`config.mk`:
```
export PLATFORM = sky130hd
export DESIGN_NAME = smsc_top
export DESIGN_NICKNAME = d
export VERILOG_FILES = /design/src/hw/smsc_pkg.sv /design/src/hw/smsc_top.sv
export SDC_FILE = /design/constraint.sdc
export NUM_CORES = 1
export LEC_CHECK = 0
export BUFFER_PORTS_ARGS = -buffer_cell sky130_fd_sc_hd__buf_2
export CAP_MARGIN = 20
export CORE_MARGIN = 5
export CORE_UTILIZATION = 50
export CTS_BUF_LIST = sky130_fd_sc_hd__clkbuf_4
export DETAILED_ROUTE_END_ITERATION = 7
export PLACE_DENSITY = 0.76
export SLEW_MARGIN = 25
export SYNTH_ARGS = -nofsm -noshare
export SYNTH_HDL_FRONTEND = slang
export SYNTH_SLANG_ARGS = --single-unit
```
`constraint.sdc`:
```
create_clock -name sys_clk -period 3.7 [get_ports sys_clk]
set_input_delay 0.185 -clock sys_clk [delete_from_list [all_inputs] [get_ports sys_clk]]
set_output_delay 0.185 -clock sys_clk [all_outputs]
set_load 0.01 [all_outputs]
```
`src/hw/smsc_pkg.sv`:
```
// Shared types and constants for the security mode and strap control block
package smsc_pkg;

   // ----------------------------------------------------------------
   // Program flow
   // ----------------------------------------------------------------
   localparam int ADDR_W = 14;
   localparam int PAGE_W = 16;
   localparam logic [ADDR_W-1:0] KERNEL_ENTRY_ADDR = 14'h2000;
   localparam logic [PAGE_W-1:0] KERNEL_ENTRY_PAGE = 16'h000f;

   typedef enum logic [2:0] {
      SMSC_EV_JUMP = 3'b000,
      SMSC_EV_CALL = 3'b001,
      SMSC_EV_INT_OPEN = 3'b010,
      SMSC_EV_INT_PROT = 3'b011,
      SMSC_EV_RET_INT = 3'b100,
      SMSC_EV_RET_PROT = 3'b101,
      SMSC_EV_KDONE = 3'b110,
      SMSC_EV_KERR = 3'b111
   } smsc_ev_kind_t;

   // For interrupts addr/page are the interrupted location, otherwise the target
   typedef struct packed {
      logic valid;
      smsc_ev_kind_t kind;
      logic [ADDR_W-1:0] addr;
      logic [PAGE_W-1:0] page;
   } smsc_seq_evt_t;

   typedef enum logic [1:0] {
      SMSC_USER = 2'b00,
      SMSC_KERNEL = 2'b01,
      SMSC_HANDLER = 2'b10,
      SMSC_NESTED = 2'b11
   } smsc_mode_t;

   // ----------------------------------------------------------------
   // Strap decodes
   // ----------------------------------------------------------------
   localparam logic [1:0] PERS_NONE = 2'h0;
   localparam logic [1:0] PERS_INTERNAL_MEM = 2'h1;
   localparam logic [1:0] PERS_PCI = 2'h2;
   localparam logic [1:0] BOOT_BYTE_MEM = 2'h0;
   localparam logic [1:0] BOOT_HOST_BUS = 2'h1;
   localparam logic [1:0] BOOT_EXT_PROG = 2'h2;
   localparam logic [1:0] BOOT_UNDEF = 2'h3;

   // ----------------------------------------------------------------
   // Register map (byte addresses)
   // ----------------------------------------------------------------
   localparam int AW = 4;
   localparam logic [AW-1:0] REG_STATUS = 4'h0;
   localparam logic [AW-1:0] REG_MASK = 4'h4;
   localparam logic [AW-1:0] REG_MODE = 4'h8;
   localparam logic [AW-1:0] REG_STRAP = 4'hc;
   localparam int EVT_W = 4;
   localparam int ST_VIOL = 0;
   localparam int ST_ENTER = 1;
   localparam int ST_EXIT = 2;
   localparam int ST_STRAP_BAD = 3;
   localparam logic [EVT_W-1:0] MASK_RST = 4'h0;
   localparam int DEPTH_W = 16;
   localparam logic [3:0] VIOL_PULSE_CYC = 4'h4;

endpackage : smsc_pkg

```
`src/hw/smsc_top.sv`:
```
// Security mode tracker, violation reset and strap decoder with Avalon-MM registers
//
// Chosen here: the Avalon-MM register port and the placing of the registers.
`timescale 1ns/1ps

// Operation
// - Always exactly one of kernel or user mode, switched on the fly.
// - Kernel entered only by jump or call to 0x2000 with page 0x000F.
// - Kernel mode exits by itself on completion or error.
// - Kernel allows open-vector interrupt; handler may re-enter kernel, nesting.
// - Return address and page must match saved ones, else violation reset.
// - At most one nested kernel level below the original one.
// - Open-vector interrupt in nested kernel triggers violation reset.
// - Protected-vector interrupt in kernel keeps kernel mode throughout handler.
// - Protected-vector interrupt nesting has no depth limit or violation; here the depth count saturates at 65535.
// - Personality straps 0/1 select internal memory port, 1/0 select PCI.
// - Personality sampled only during power-up reset, then held fixed.
// - Boot straps 00 byte memory, 10 host bus, 01 external program.
// - Boot straps ignored after power-up reset ends.
// - Host-bus boot uses whichever personality the straps chose.
module smsc_top
   import smsc_pkg::*;
#(
   parameter int DEPTH_WIDTH = DEPTH_W
)(
   input wire logic sys_clk,
   input wire logic rst_n,
   input wire smsc_seq_evt_t seq_evt,
   input wire logic bus_mode_strap,
   input wire logic bus_sel_strap,
   input wire logic boot_source_strap_a,
   input wire logic boot_source_strap_b,
   input wire logic [AW-1:0] avs_address,
   input wire logic avs_read,
   input wire logic avs_write,
   input wire logic [31:0] avs_writedata,
   output logic [31:0] avs_readdata,
   output logic avs_waitrequest,
   output logic kernel_mode,
   output logic nested_kernel,
   output logic core_reset,
   output logic [1:0] host_personality,
   output logic [1:0] boot_source,
   output logic host_boot_pci,
   output logic strap_undefined,
   output logic irq
);

   // ----------------------------------------------------------------
   // Strap capture
   // ----------------------------------------------------------------
   logic [3:0] strap_s1_r, strap_s2_r;
   logic [1:0] pers_r, pers_nxt, boot_r, boot_nxt;
   logic bad_r, bad_nxt, hpci_r, hpci_nxt;

   // Straps are board pins: plain two-stage synchroniser, no reset needed
   always_ff @(posedge sys_clk)
   begin
      strap_s1_r <= {bus_mode_strap, bus_sel_strap, boot_source_strap_a, boot_source_strap_b};
      strap_s2_r <= strap_s1_r;
   end

   always_comb
   begin
      pers_nxt = pers_r;
      boot_nxt = boot_r;
      bad_nxt = bad_r;
      hpci_nxt = hpci_r;
      // Only reset time loads new values; afterwards the pins are dead
      if (!rst_n)
      begin
         unique case (strap_s2_r[3:2])
            2'b01: pers_nxt = PERS_INTERNAL_MEM;
            2'b10: pers_nxt = PERS_PCI;
            default: pers_nxt = PERS_NONE;
         endcase
         bad_nxt = (strap_s2_r[3] == strap_s2_r[2]);
         unique case (strap_s2_r[1:0])
            2'b00: boot_nxt = BOOT_BYTE_MEM;
            2'b10: boot_nxt = BOOT_HOST_BUS;
            2'b01: boot_nxt = BOOT_EXT_PROG;
            default: boot_nxt = BOOT_UNDEF;
         endcase
         hpci_nxt = (strap_s2_r[1:0] == 2'b10) && (strap_s2_r[3:2] == 2'b10);
      end
   end

   always_ff @(posedge sys_clk)
   begin
      pers_r <= pers_nxt;
      boot_r <= boot_nxt;
      bad_r <= bad_nxt;
      hpci_r <= hpci_nxt;
   end

   // ----------------------------------------------------------------
   // Security mode tracking
   // ----------------------------------------------------------------
   smsc_mode_t mode_r, mode_nxt;
   logic [DEPTH_WIDTH-1:0] depth_r, depth_nxt;
   logic [ADDR_W-1:0] sav_addr_r, sav_addr_nxt;
   logic [PAGE_W-1:0] sav_page_r, sav_page_nxt;
   logic viol_ev, enter_ev, exit_ev, is_entry;
   logic [3:0] vcnt_r, vcnt_nxt;

   assign is_entry = seq_evt.valid && (seq_evt.kind == SMSC_EV_JUMP || seq_evt.kind == SMSC_EV_CALL)
                     && seq_evt.addr == KERNEL_ENTRY_ADDR && seq_evt.page == KERNEL_ENTRY_PAGE;

   always_comb
   begin
      mode_nxt = mode_r;
      depth_nxt = depth_r;
      sav_addr_nxt = sav_addr_r;
      sav_page_nxt = sav_page_r;
      viol_ev = 1'b0;
      enter_ev = 1'b0;
      exit_ev = 1'b0;
      if (is_entry && (mode_r == SMSC_USER || mode_r == SMSC_HANDLER))
      begin
         mode_nxt = (mode_r == SMSC_USER) ? SMSC_KERNEL : SMSC_NESTED;
         depth_nxt = '0;
         enter_ev = 1'b1;
      end
      else if (seq_evt.valid && (mode_r == SMSC_KERNEL || mode_r == SMSC_NESTED))
      begin
         unique case (seq_evt.kind)
            SMSC_EV_INT_OPEN:
               if (mode_r == SMSC_NESTED)
                  viol_ev = 1'b1;
               else if (depth_r == '0)
               begin
                  mode_nxt = SMSC_HANDLER;
                  sav_addr_nxt = seq_evt.addr;
                  sav_page_nxt = seq_evt.page;
               end
            // Open vectors from inside a protected handler are not tracked separately
            SMSC_EV_INT_PROT:
               if (depth_r != '1)
                  depth_nxt = depth_r + 1'b1;
            SMSC_EV_RET_PROT:
               if (depth_r != '0)
                  depth_nxt = depth_r - 1'b1;
            SMSC_EV_KDONE, SMSC_EV_KERR:
            begin
               mode_nxt = (mode_r == SMSC_NESTED) ? SMSC_HANDLER : SMSC_USER;
               depth_nxt = '0;
               exit_ev = 1'b1;
            end
            default:
            begin
            end
         endcase
      end
      else if (seq_evt.valid && mode_r == SMSC_HANDLER && seq_evt.kind == SMSC_EV_RET_INT)
      begin
         if (seq_evt.addr == sav_addr_r && seq_evt.page == sav_page_r)
            mode_nxt = SMSC_KERNEL;
         else
            viol_ev = 1'b1;
      end
      if (viol_ev)
      begin
         mode_nxt = SMSC_USER;
         depth_nxt = '0;
      end
      vcnt_nxt = viol_ev ? VIOL_PULSE_CYC : (vcnt_r != 4'h0 ? vcnt_r - 4'h1 : 4'h0);
      if (!rst_n)
      begin
         mode_nxt = SMSC_USER;
         depth_nxt = '0;
         sav_addr_nxt = '0;
         sav_page_nxt = '0;
         vcnt_nxt = 4'h0;
      end
   end

   always_ff @(posedge sys_clk)
   begin
      mode_r <= mode_nxt;
      depth_r <= depth_nxt;
      sav_addr_r <= sav_addr_nxt;
      sav_page_r <= sav_page_nxt;
      vcnt_r <= vcnt_nxt;
   end

   // ----------------------------------------------------------------
   // Registers, interrupt and outputs
   // ----------------------------------------------------------------
   logic [EVT_W-1:0] stat_r, stat_nxt, mask_r, mask_nxt, evt_vec;
   logic [31:0] rdata_r, rdata_nxt;
   logic wait_r, wait_nxt, irq_r, irq_nxt;
   logic kmode_r, kmode_nxt, nest_r, nest_nxt, crst_r, crst_nxt;
   logic wr_take;

   assign wr_take = avs_write && !wait_r;
   assign evt_vec = {bad_r && !rst_n, exit_ev, enter_ev, viol_ev};

   always_comb
   begin
      // One wait cycle, then a single low cycle that ends the transfer
      wait_nxt = !((avs_read || avs_write) && wait_r);
      rdata_nxt = rdata_r;
      if (avs_read && wait_r)
      begin
         unique case (avs_address)
            REG_STATUS: rdata_nxt = {{(32-EVT_W){1'b0}}, stat_r};
            REG_MASK: rdata_nxt = {{(32-EVT_W){1'b0}}, mask_r};
            REG_MODE: rdata_nxt = {{(30-DEPTH_WIDTH){1'b0}}, depth_r, mode_r};
            REG_STRAP: rdata_nxt = {26'h0, hpci_r, bad_r, boot_r, pers_r};
            default: rdata_nxt = 32'h0;
         endcase
      end
      mask_nxt = (wr_take && avs_address == REG_MASK) ? avs_writedata[EVT_W-1:0] : mask_r;
      // Write-one-to-clear; a new event in the same cycle wins
      stat_nxt = stat_r;
      if (wr_take && avs_address == REG_STATUS)
         stat_nxt = stat_r & ~avs_writedata[EVT_W-1:0];
      stat_nxt = stat_nxt | evt_vec;
      irq_nxt = |(stat_nxt & mask_nxt);
      kmode_nxt = (mode_nxt == SMSC_KERNEL || mode_nxt == SMSC_NESTED);
      nest_nxt = (mode_nxt == SMSC_NESTED);
      crst_nxt = (vcnt_nxt != 4'h0);
      if (!rst_n)
      begin
         wait_nxt = 1'b1;
         rdata_nxt = 32'h0;
         mask_nxt = MASK_RST;
         stat_nxt = evt_vec;
         irq_nxt = 1'b0;
         kmode_nxt = 1'b0;
         nest_nxt = 1'b0;
         crst_nxt = 1'b0;
      end
   end

   always_ff @(posedge sys_clk)
   begin
      wait_r <= wait_nxt;
      rdata_r <= rdata_nxt;
      mask_r <= mask_nxt;
      stat_r <= stat_nxt;
      irq_r <= irq_nxt;
      kmode_r <= kmode_nxt;
      nest_r <= nest_nxt;
      crst_r <= crst_nxt;
   end

   assign avs_readdata = rdata_r;
   assign avs_waitrequest = wait_r;
   assign kernel_mode = kmode_r;
   assign nested_kernel = nest_r;
   assign core_reset = crst_r;
   assign host_personality = pers_r;
   assign boot_source = boot_r;
   assign host_boot_pci = hpci_r;
   assign strap_undefined = bad_r;
   assign irq = irq_r;
endmodule : smsc_top
```
* After elaboration in Yosys (flattened, before gate mapping)
Index checks and enable logic that the tools add are counted.
Storage, ports and cells: latch bits 0, output and inout port bits 43, bits in registers 111, memory bits (writable) 0, logic and storage cells 126, ROM bits 0, input port bits 78, memories kept 0
Operators by class: reduce and logical (&&, ||, !) cells 37, $add $sub $neg 3, $mul 0, muxes and demuxes 33, magnitude comparators 0, eq/ne operators 27, shift-type cells 0, divide/modulo/power cells 0, bitwise operators 7
Operator list (count):
- $pmux 18 s4 | 1
- $pmux 16 s3 | 1
- $mux 16 | 2
- $mux 4 | 6
- $mux 2 | 10
- $add 16x1->16 const B | 1
- $eq 16x16->1 | 1
- $eq 16x4->1 const B | 1
- $logic_not 16->1 | 1
- $ne 16x16->1 const B | 1
- $reduce_bool 16->1 | 1
- $sub 16x1->16 const B | 1
- $logic_and 1x1->1 | 15
- $eq 14x14->1 | 1
- $eq 14x14->1 const B | 1
- $eq 3x3->1 const B | 4
- $eq 2x2->1 const B | 5
- $mux 1 | 10
- $and 4x4->4 | 2
- $eq 2x1->1 const B | 4
- $eq 4x4->1 const B | 2
- $pmux 2 s2 | 2
- $reduce_bool 4->1 | 2
- $eq 3x2->1 const B | 2
- other kinds (20) | 30

* Longest topological paths before layout
depth in word-level cells 11, depth in mapped cells 12, mapped depth without buffers 11

* Least setup slack after synthesis
Ideal clock, no wire load.
path kind input port to flip-flop, from input port seq_evt[32] in the netlist's numbering, to register depth_r[15], stages on the path 12, setup slack 0.786 ns, setup time 0.070 ns, buffers on the path 1, data required time 3.630 ns, arrival 2.845 ns, cells stage by stage buf_4 > nand2_1 > nor2_1 > ha_1 > a21o_1 > a41oi_1 > nand3_1 > a31oi_1 > a31oi_1 > xnor2_1 > mux2_2 > a21oi_1
On the way: word-level cells in the longest chain between the ends 8, elaborated cells on any way between the ends 25, those cells by class eq/ne (9); mux (5); reduce/logical (11)
Ends and longest elaborated chain:
- start, declared | RTL line smsc_top.sv:28 | input wire smsc_seq_evt_t seq_evt,
- $eq 3x1->1 / $logic_not 3->1 (equally long branches) | RTL line smsc_top.sv:106 | assign is_entry = seq_evt.valid && (seq_evt.kind == SMSC_EV_JUMP || seq_evt.kind == SMSC_EV_CALL)
- $logic_or 1x1->1 | RTL line smsc_top.sv:106
- $logic_and 1x1->1 | RTL line smsc_top.sv:106
- $logic_and 1x1->1 (2 in a row) | RTL line smsc_top.sv:107 | && seq_evt.addr == KERNEL_ENTRY_ADDR && seq_evt.page == KERNEL_ENTRY_PAGE;
- $logic_and 1x1->1 | RTL line smsc_top.sv:118 | if (is_entry && (mode_r == SMSC_USER || mode_r == SMSC_HANDLER))
- $mux 1 | RTL line smsc_top.sv:118
- $reduce_or 3->1 (no line)
- end signal, assigned | RTL line smsc_top.sv:180 | depth_r <= depth_nxt;
- end, declared | RTL line smsc_top.sv:100 | logic [DEPTH_WIDTH-1:0] depth_r, depth_nxt;
Several ways; a longest one is shown, not always the timed one. A chain may end at the register's enable or synchronous reset.

* Worst setup path after layout
from register depth_r[11], to register depth_r[13]
On the way: word-level cells in the longest chain between the ends 3, elaborated cells on any way between the ends 10, those cells by class add/sub (2); eq/ne (3); mux (3); reduce/logical (2)
Ends and longest elaborated chain:
- $sub 16x1->16, or another cell as far along | RTL line smsc_top.sv:142 | depth_nxt = depth_r - 1'b1;
- $mux 16, or another cell as far along | RTL line smsc_top.sv:141 | if (depth_r != '0)
- $pmux 16 s3 / $reduce_and 4->1 (equally long branches)
Several ways; a longest one is shown, not always the timed one. The select of a mux whose other input is x is not followed.

==> impl_metrics.yaml <==
min_path:
  min_delay_worst_endpoint: "mask_r[2]$_SDFF_PN0_"
  hold_start: "avs_writedata[2]"
  min_path_cells: 3
  hold_path.class: "primary input to flop"
grt:
  antenna_found_initial: 1
  grt_usage_pct: 20.9
  grt_overflow_total: 0
  grt_pass1_wl_mm: 19.5
  grt_pass1_vias: 4271
  grt_max_degree: 64
clock_network:
  numCtsBuffers: 9
  insertion_delay_ns: 0.47
  tritoncts: "built"
  htree_levels: 3
  clkSlewWorstSetupHoldPaths_ns: 0.15
  cts-root-buf: "clkbuf_4"
  clock_sinks: 97
  postCtsSetupBuffers: 0
  cts_buffer_depth: 2
timing:
  finalClockSkew_ns: 0.0205
  slew_headroom_pct: 46.9
  grt_setup_unrepaired: "no"
  final-hold-violation-count: 0
  min_period_over_period_pct: 76.4
  fmax_mhz: 354
  drv_slew: 0
  period_needed_ns: 2.83
  setup_viol: 0
  worst_pin_slew_ns: 0.796
  fin_tns_setup_ns: 0
floorplanning:
  row_count: 35
  core-area_um2: 9280
  dieArea_um2: 11600
  initial_utilization_pct: 51.4
  fp.dieW_um: 108
  ios: 121
  die_y_um: 108
power:
  p_per_area_nw_per_um2: 345
  clockPowerShare_pct: 30.4
  p_switching_mw: 0.552
  p_sw_share_pct: 27.9
  internal-power_mw: 1.43
  leakage_nw: 2.42
  power_mw: 1.98
  p_comb_share_pct: 13.6
  ir_drop_v: 0.000185
  pwr-share-seq_pct: 56.0
final_layout:
  drive_gt1_share_pct: 17.2
  antennaDiodeCount: 0
  stdcell_count: 793
  multiInputGateArea_um2: 2570
  n_fill_cell: 787
  synthToLayoutAreaGrowth_pct: 20.2
  final_nets: 756
  seqCellArea_um2: 2000
yosys:
  ys_ff_latch: 97
  synthSimpleGateAreaFrac_pct: 21.4
  synth-edff-count: 6
  async_reset_ff_share_pct: 0
  synth.area.mux_share_pct: 3.59
  synthXorXnorAreaFrac_pct: 7.70
  syn_area_per_cell_um2: 8.65
  ys.warnings.count: 0
  synth_area_um2: 4780
  synth_cell_types: 58
  ys_seq_area_share_pct: 41.9
  synthCells: 552
  synth_compound_area_share_pct: 14.9
  synth_adder_area_share_pct: 5.13
  synthFlopType: "dfxtp_1"
  synth_top_family_by_area: "simple AND/OR/NAND/NOR gates"
detailed_routing:
  totalWireLength_mm: 11.9
  drcViolationCount: 0
  via_per_inst: 5.38
  dr.first_iter.drc_count: 254
  firstDrtPassIters: 4
  wl_per_cell_um: 15.0
  vias: 4270
  antenna_left: 0
worst_setup_path:
  rr_startpoint: "depth_r[11]$_SDFFE_PP0P_"
  r2r_slack_ns: 0.87
  r2r_end: "depth_r[13]$_SDFFE_PP0P_"
  crit_path_end_kind: "flop"
  critical_path_arrival_ns: 3.19
  crit_required_ns: 4.06
  worstSetupStartpointType: "flop"
  cp_max_fo: 23
  timing_worst_setup_path_type: "flop to flop"
  reg2regPathDepth: 7
run:
  max-cap-violations: 0
placement:
  dp.cells: 737
  port_buffers: 78
  place_congestion: 0.901
  hpwl_mm: 8.23
run_status:
  status: "finished clean"
## worst max path at each step
stage / startpoint / to / slack (ns) / cells after the start
detailed placement: seq_evt[32] / depth_r[14]$_SDFFE_PP0P_ / 0.72 / 13
floorplan: seq_evt[32] / depth_r[15]$_SDFFE_PP0P_ / 0.79 / 12
global route: depth_r[11]$_SDFFE_PP0P_ / depth_r[13]$_SDFFE_PP0P_ / 0.70 / 7
CTS: depth_r[11]$_SDFFE_PP0P_ / depth_r[13]$_SDFFE_PP0P_ / 0.96 / 7
global placement: seq_evt[32] / depth_r[14]$_SDFFE_PP0P_ / 0.85 / 13
finish: depth_r[11]$_SDFFE_PP0P_ / depth_r[13]$_SDFFE_PP0P_ / 0.87 / 7
## synth_stat cells (7+ instances only)
cell type / number / area share [%]
nor3_1: 15 / 1.6
nor2_1: 59 / 4.6
mux2i_1: 7 / 1.5
xor2_1: 22 / 4.0
a22oi_1: 24 / 3.8
inv_1: 8 / 0.63
nand3_1: 9 / 0.94
nor4_1: 12 / 1.6
ha_1: 18 / 4.7
clkbuf_1: 19 / 1.5
o21ai_0: 9 / 0.94
nand4_1: 11 / 1.4
dfxtp_1: 91 / 38
nand2_1: 91 / 7.2
buf_4: 16 / 2.5
xnor2_1: 20 / 3.7
a21oi_1: 52 / 5.4
## cell type report
cell class              instances  area share [%]
repair buffers                122            14.3
clock inverters                 7            1.46
flip-flops and latches         97            34.9
well taps                     129            2.81
multi-input cells             421            44.8
inverters                       8           0.523
clock buffers                   9            1.18
## worst max-delay path: stages (launching register included)
cell     delay [ns]
dfxtp_1        0.40
nor4_1         0.45
nand4_1        0.31
nand3_1        0.17
a221o_1        0.68
nor2_1         0.37
a32oi_1        0.28
nor2_1         0.06
## per-layer routing
metal  wire length [um]  GRT usage (%)  share of wire, %
met1               5000           24.6                42
met2               5960           36.9                50
met3                700           4.62               5.9
met4                229           8.21               1.9
met5                 13              0              0.11
## registers in the layout (all words and copies together), names as in the netlist
register          cells
vcnt_r                4
mode_r                2
strap_undefined       1
boot_source           2
strap_s2_r            4
stat_r                4
avs_readdata         18
kernel_mode           1
sav_page_r           16
irq                   1
mask_r                4
depth_r              16
host_boot_pci         1
strap_s1_r            4
nested_kernel         1
host_personality      2
avs_waitrequest       1
core_reset            1
sav_addr_r           14
## power groups by stage
stage	Sequential, mW	Clock (mW)	Combinational (mW)
final	1.11	0.601	0.270
after global routing	1.11	0.664	0.300
after global placement	1.13	0	0.220
after CTS	1.11	0.620	0.267
after floorplan	1.13	0	0.158
after detailed placement	1.13	0	0.230
## timing repair
item	4_1_cts	5_1_grt
hold buffers	40	0
hold endpoints to repair	40	0
resized for setup	0	0
## cells by family after synthesis
family | Yosys count
multiplexers | 12
adder cells (fa/ha/maj) | 19
AND/OR/NAND/NOR | 221
flip-flops | 97
other | 1
XOR/XNOR | 42
buffers and inverters | 47
AO/OA/AOI/OAI | 113
## placed cells by master, fill, tap and decap left out, types with 3 or more instances in the layout
master and instances:
nand2_1 91, dfxtp_1 91, buf_2 78, nor2_1 59
a21oi_1 52, dlygate4sd3_1 40, a22oi_1 24, xor2_1 22
xnor2_1 20, ha_1 18, nor3_1 15, conb_1 14
nor4_1 12, nand4_1 11, nand3_1 9, o21ai_0 9
clkbuf_4 9, inv_1 7, mux2i_1 7, edfxtp_1 6
a21o_1 5, nand2b_1 4, mux4_2 4, buf_4 4
a41oi_1 3, nor2b_1 3
## through the flow
stage | area (um2) | hold slack, ns | util [%] | setup slack [ns]
after floorplan | 4820 | 0.213 | - | 0.786
final | 5740 | 0.0236 | 61.8 | 0.874
after detailed placement | 5190 | 0.289 | 55.9 | 0.717
after global placement | 5190 | 0.289 | 55.9 | 0.848
after CTS | 5740 | 0.0105 | 61.8 | 0.964
after global routing | 5740 | 0.00994 | 61.8 | 0.699
Note: power is estimated with default switching activity, not from simulation.
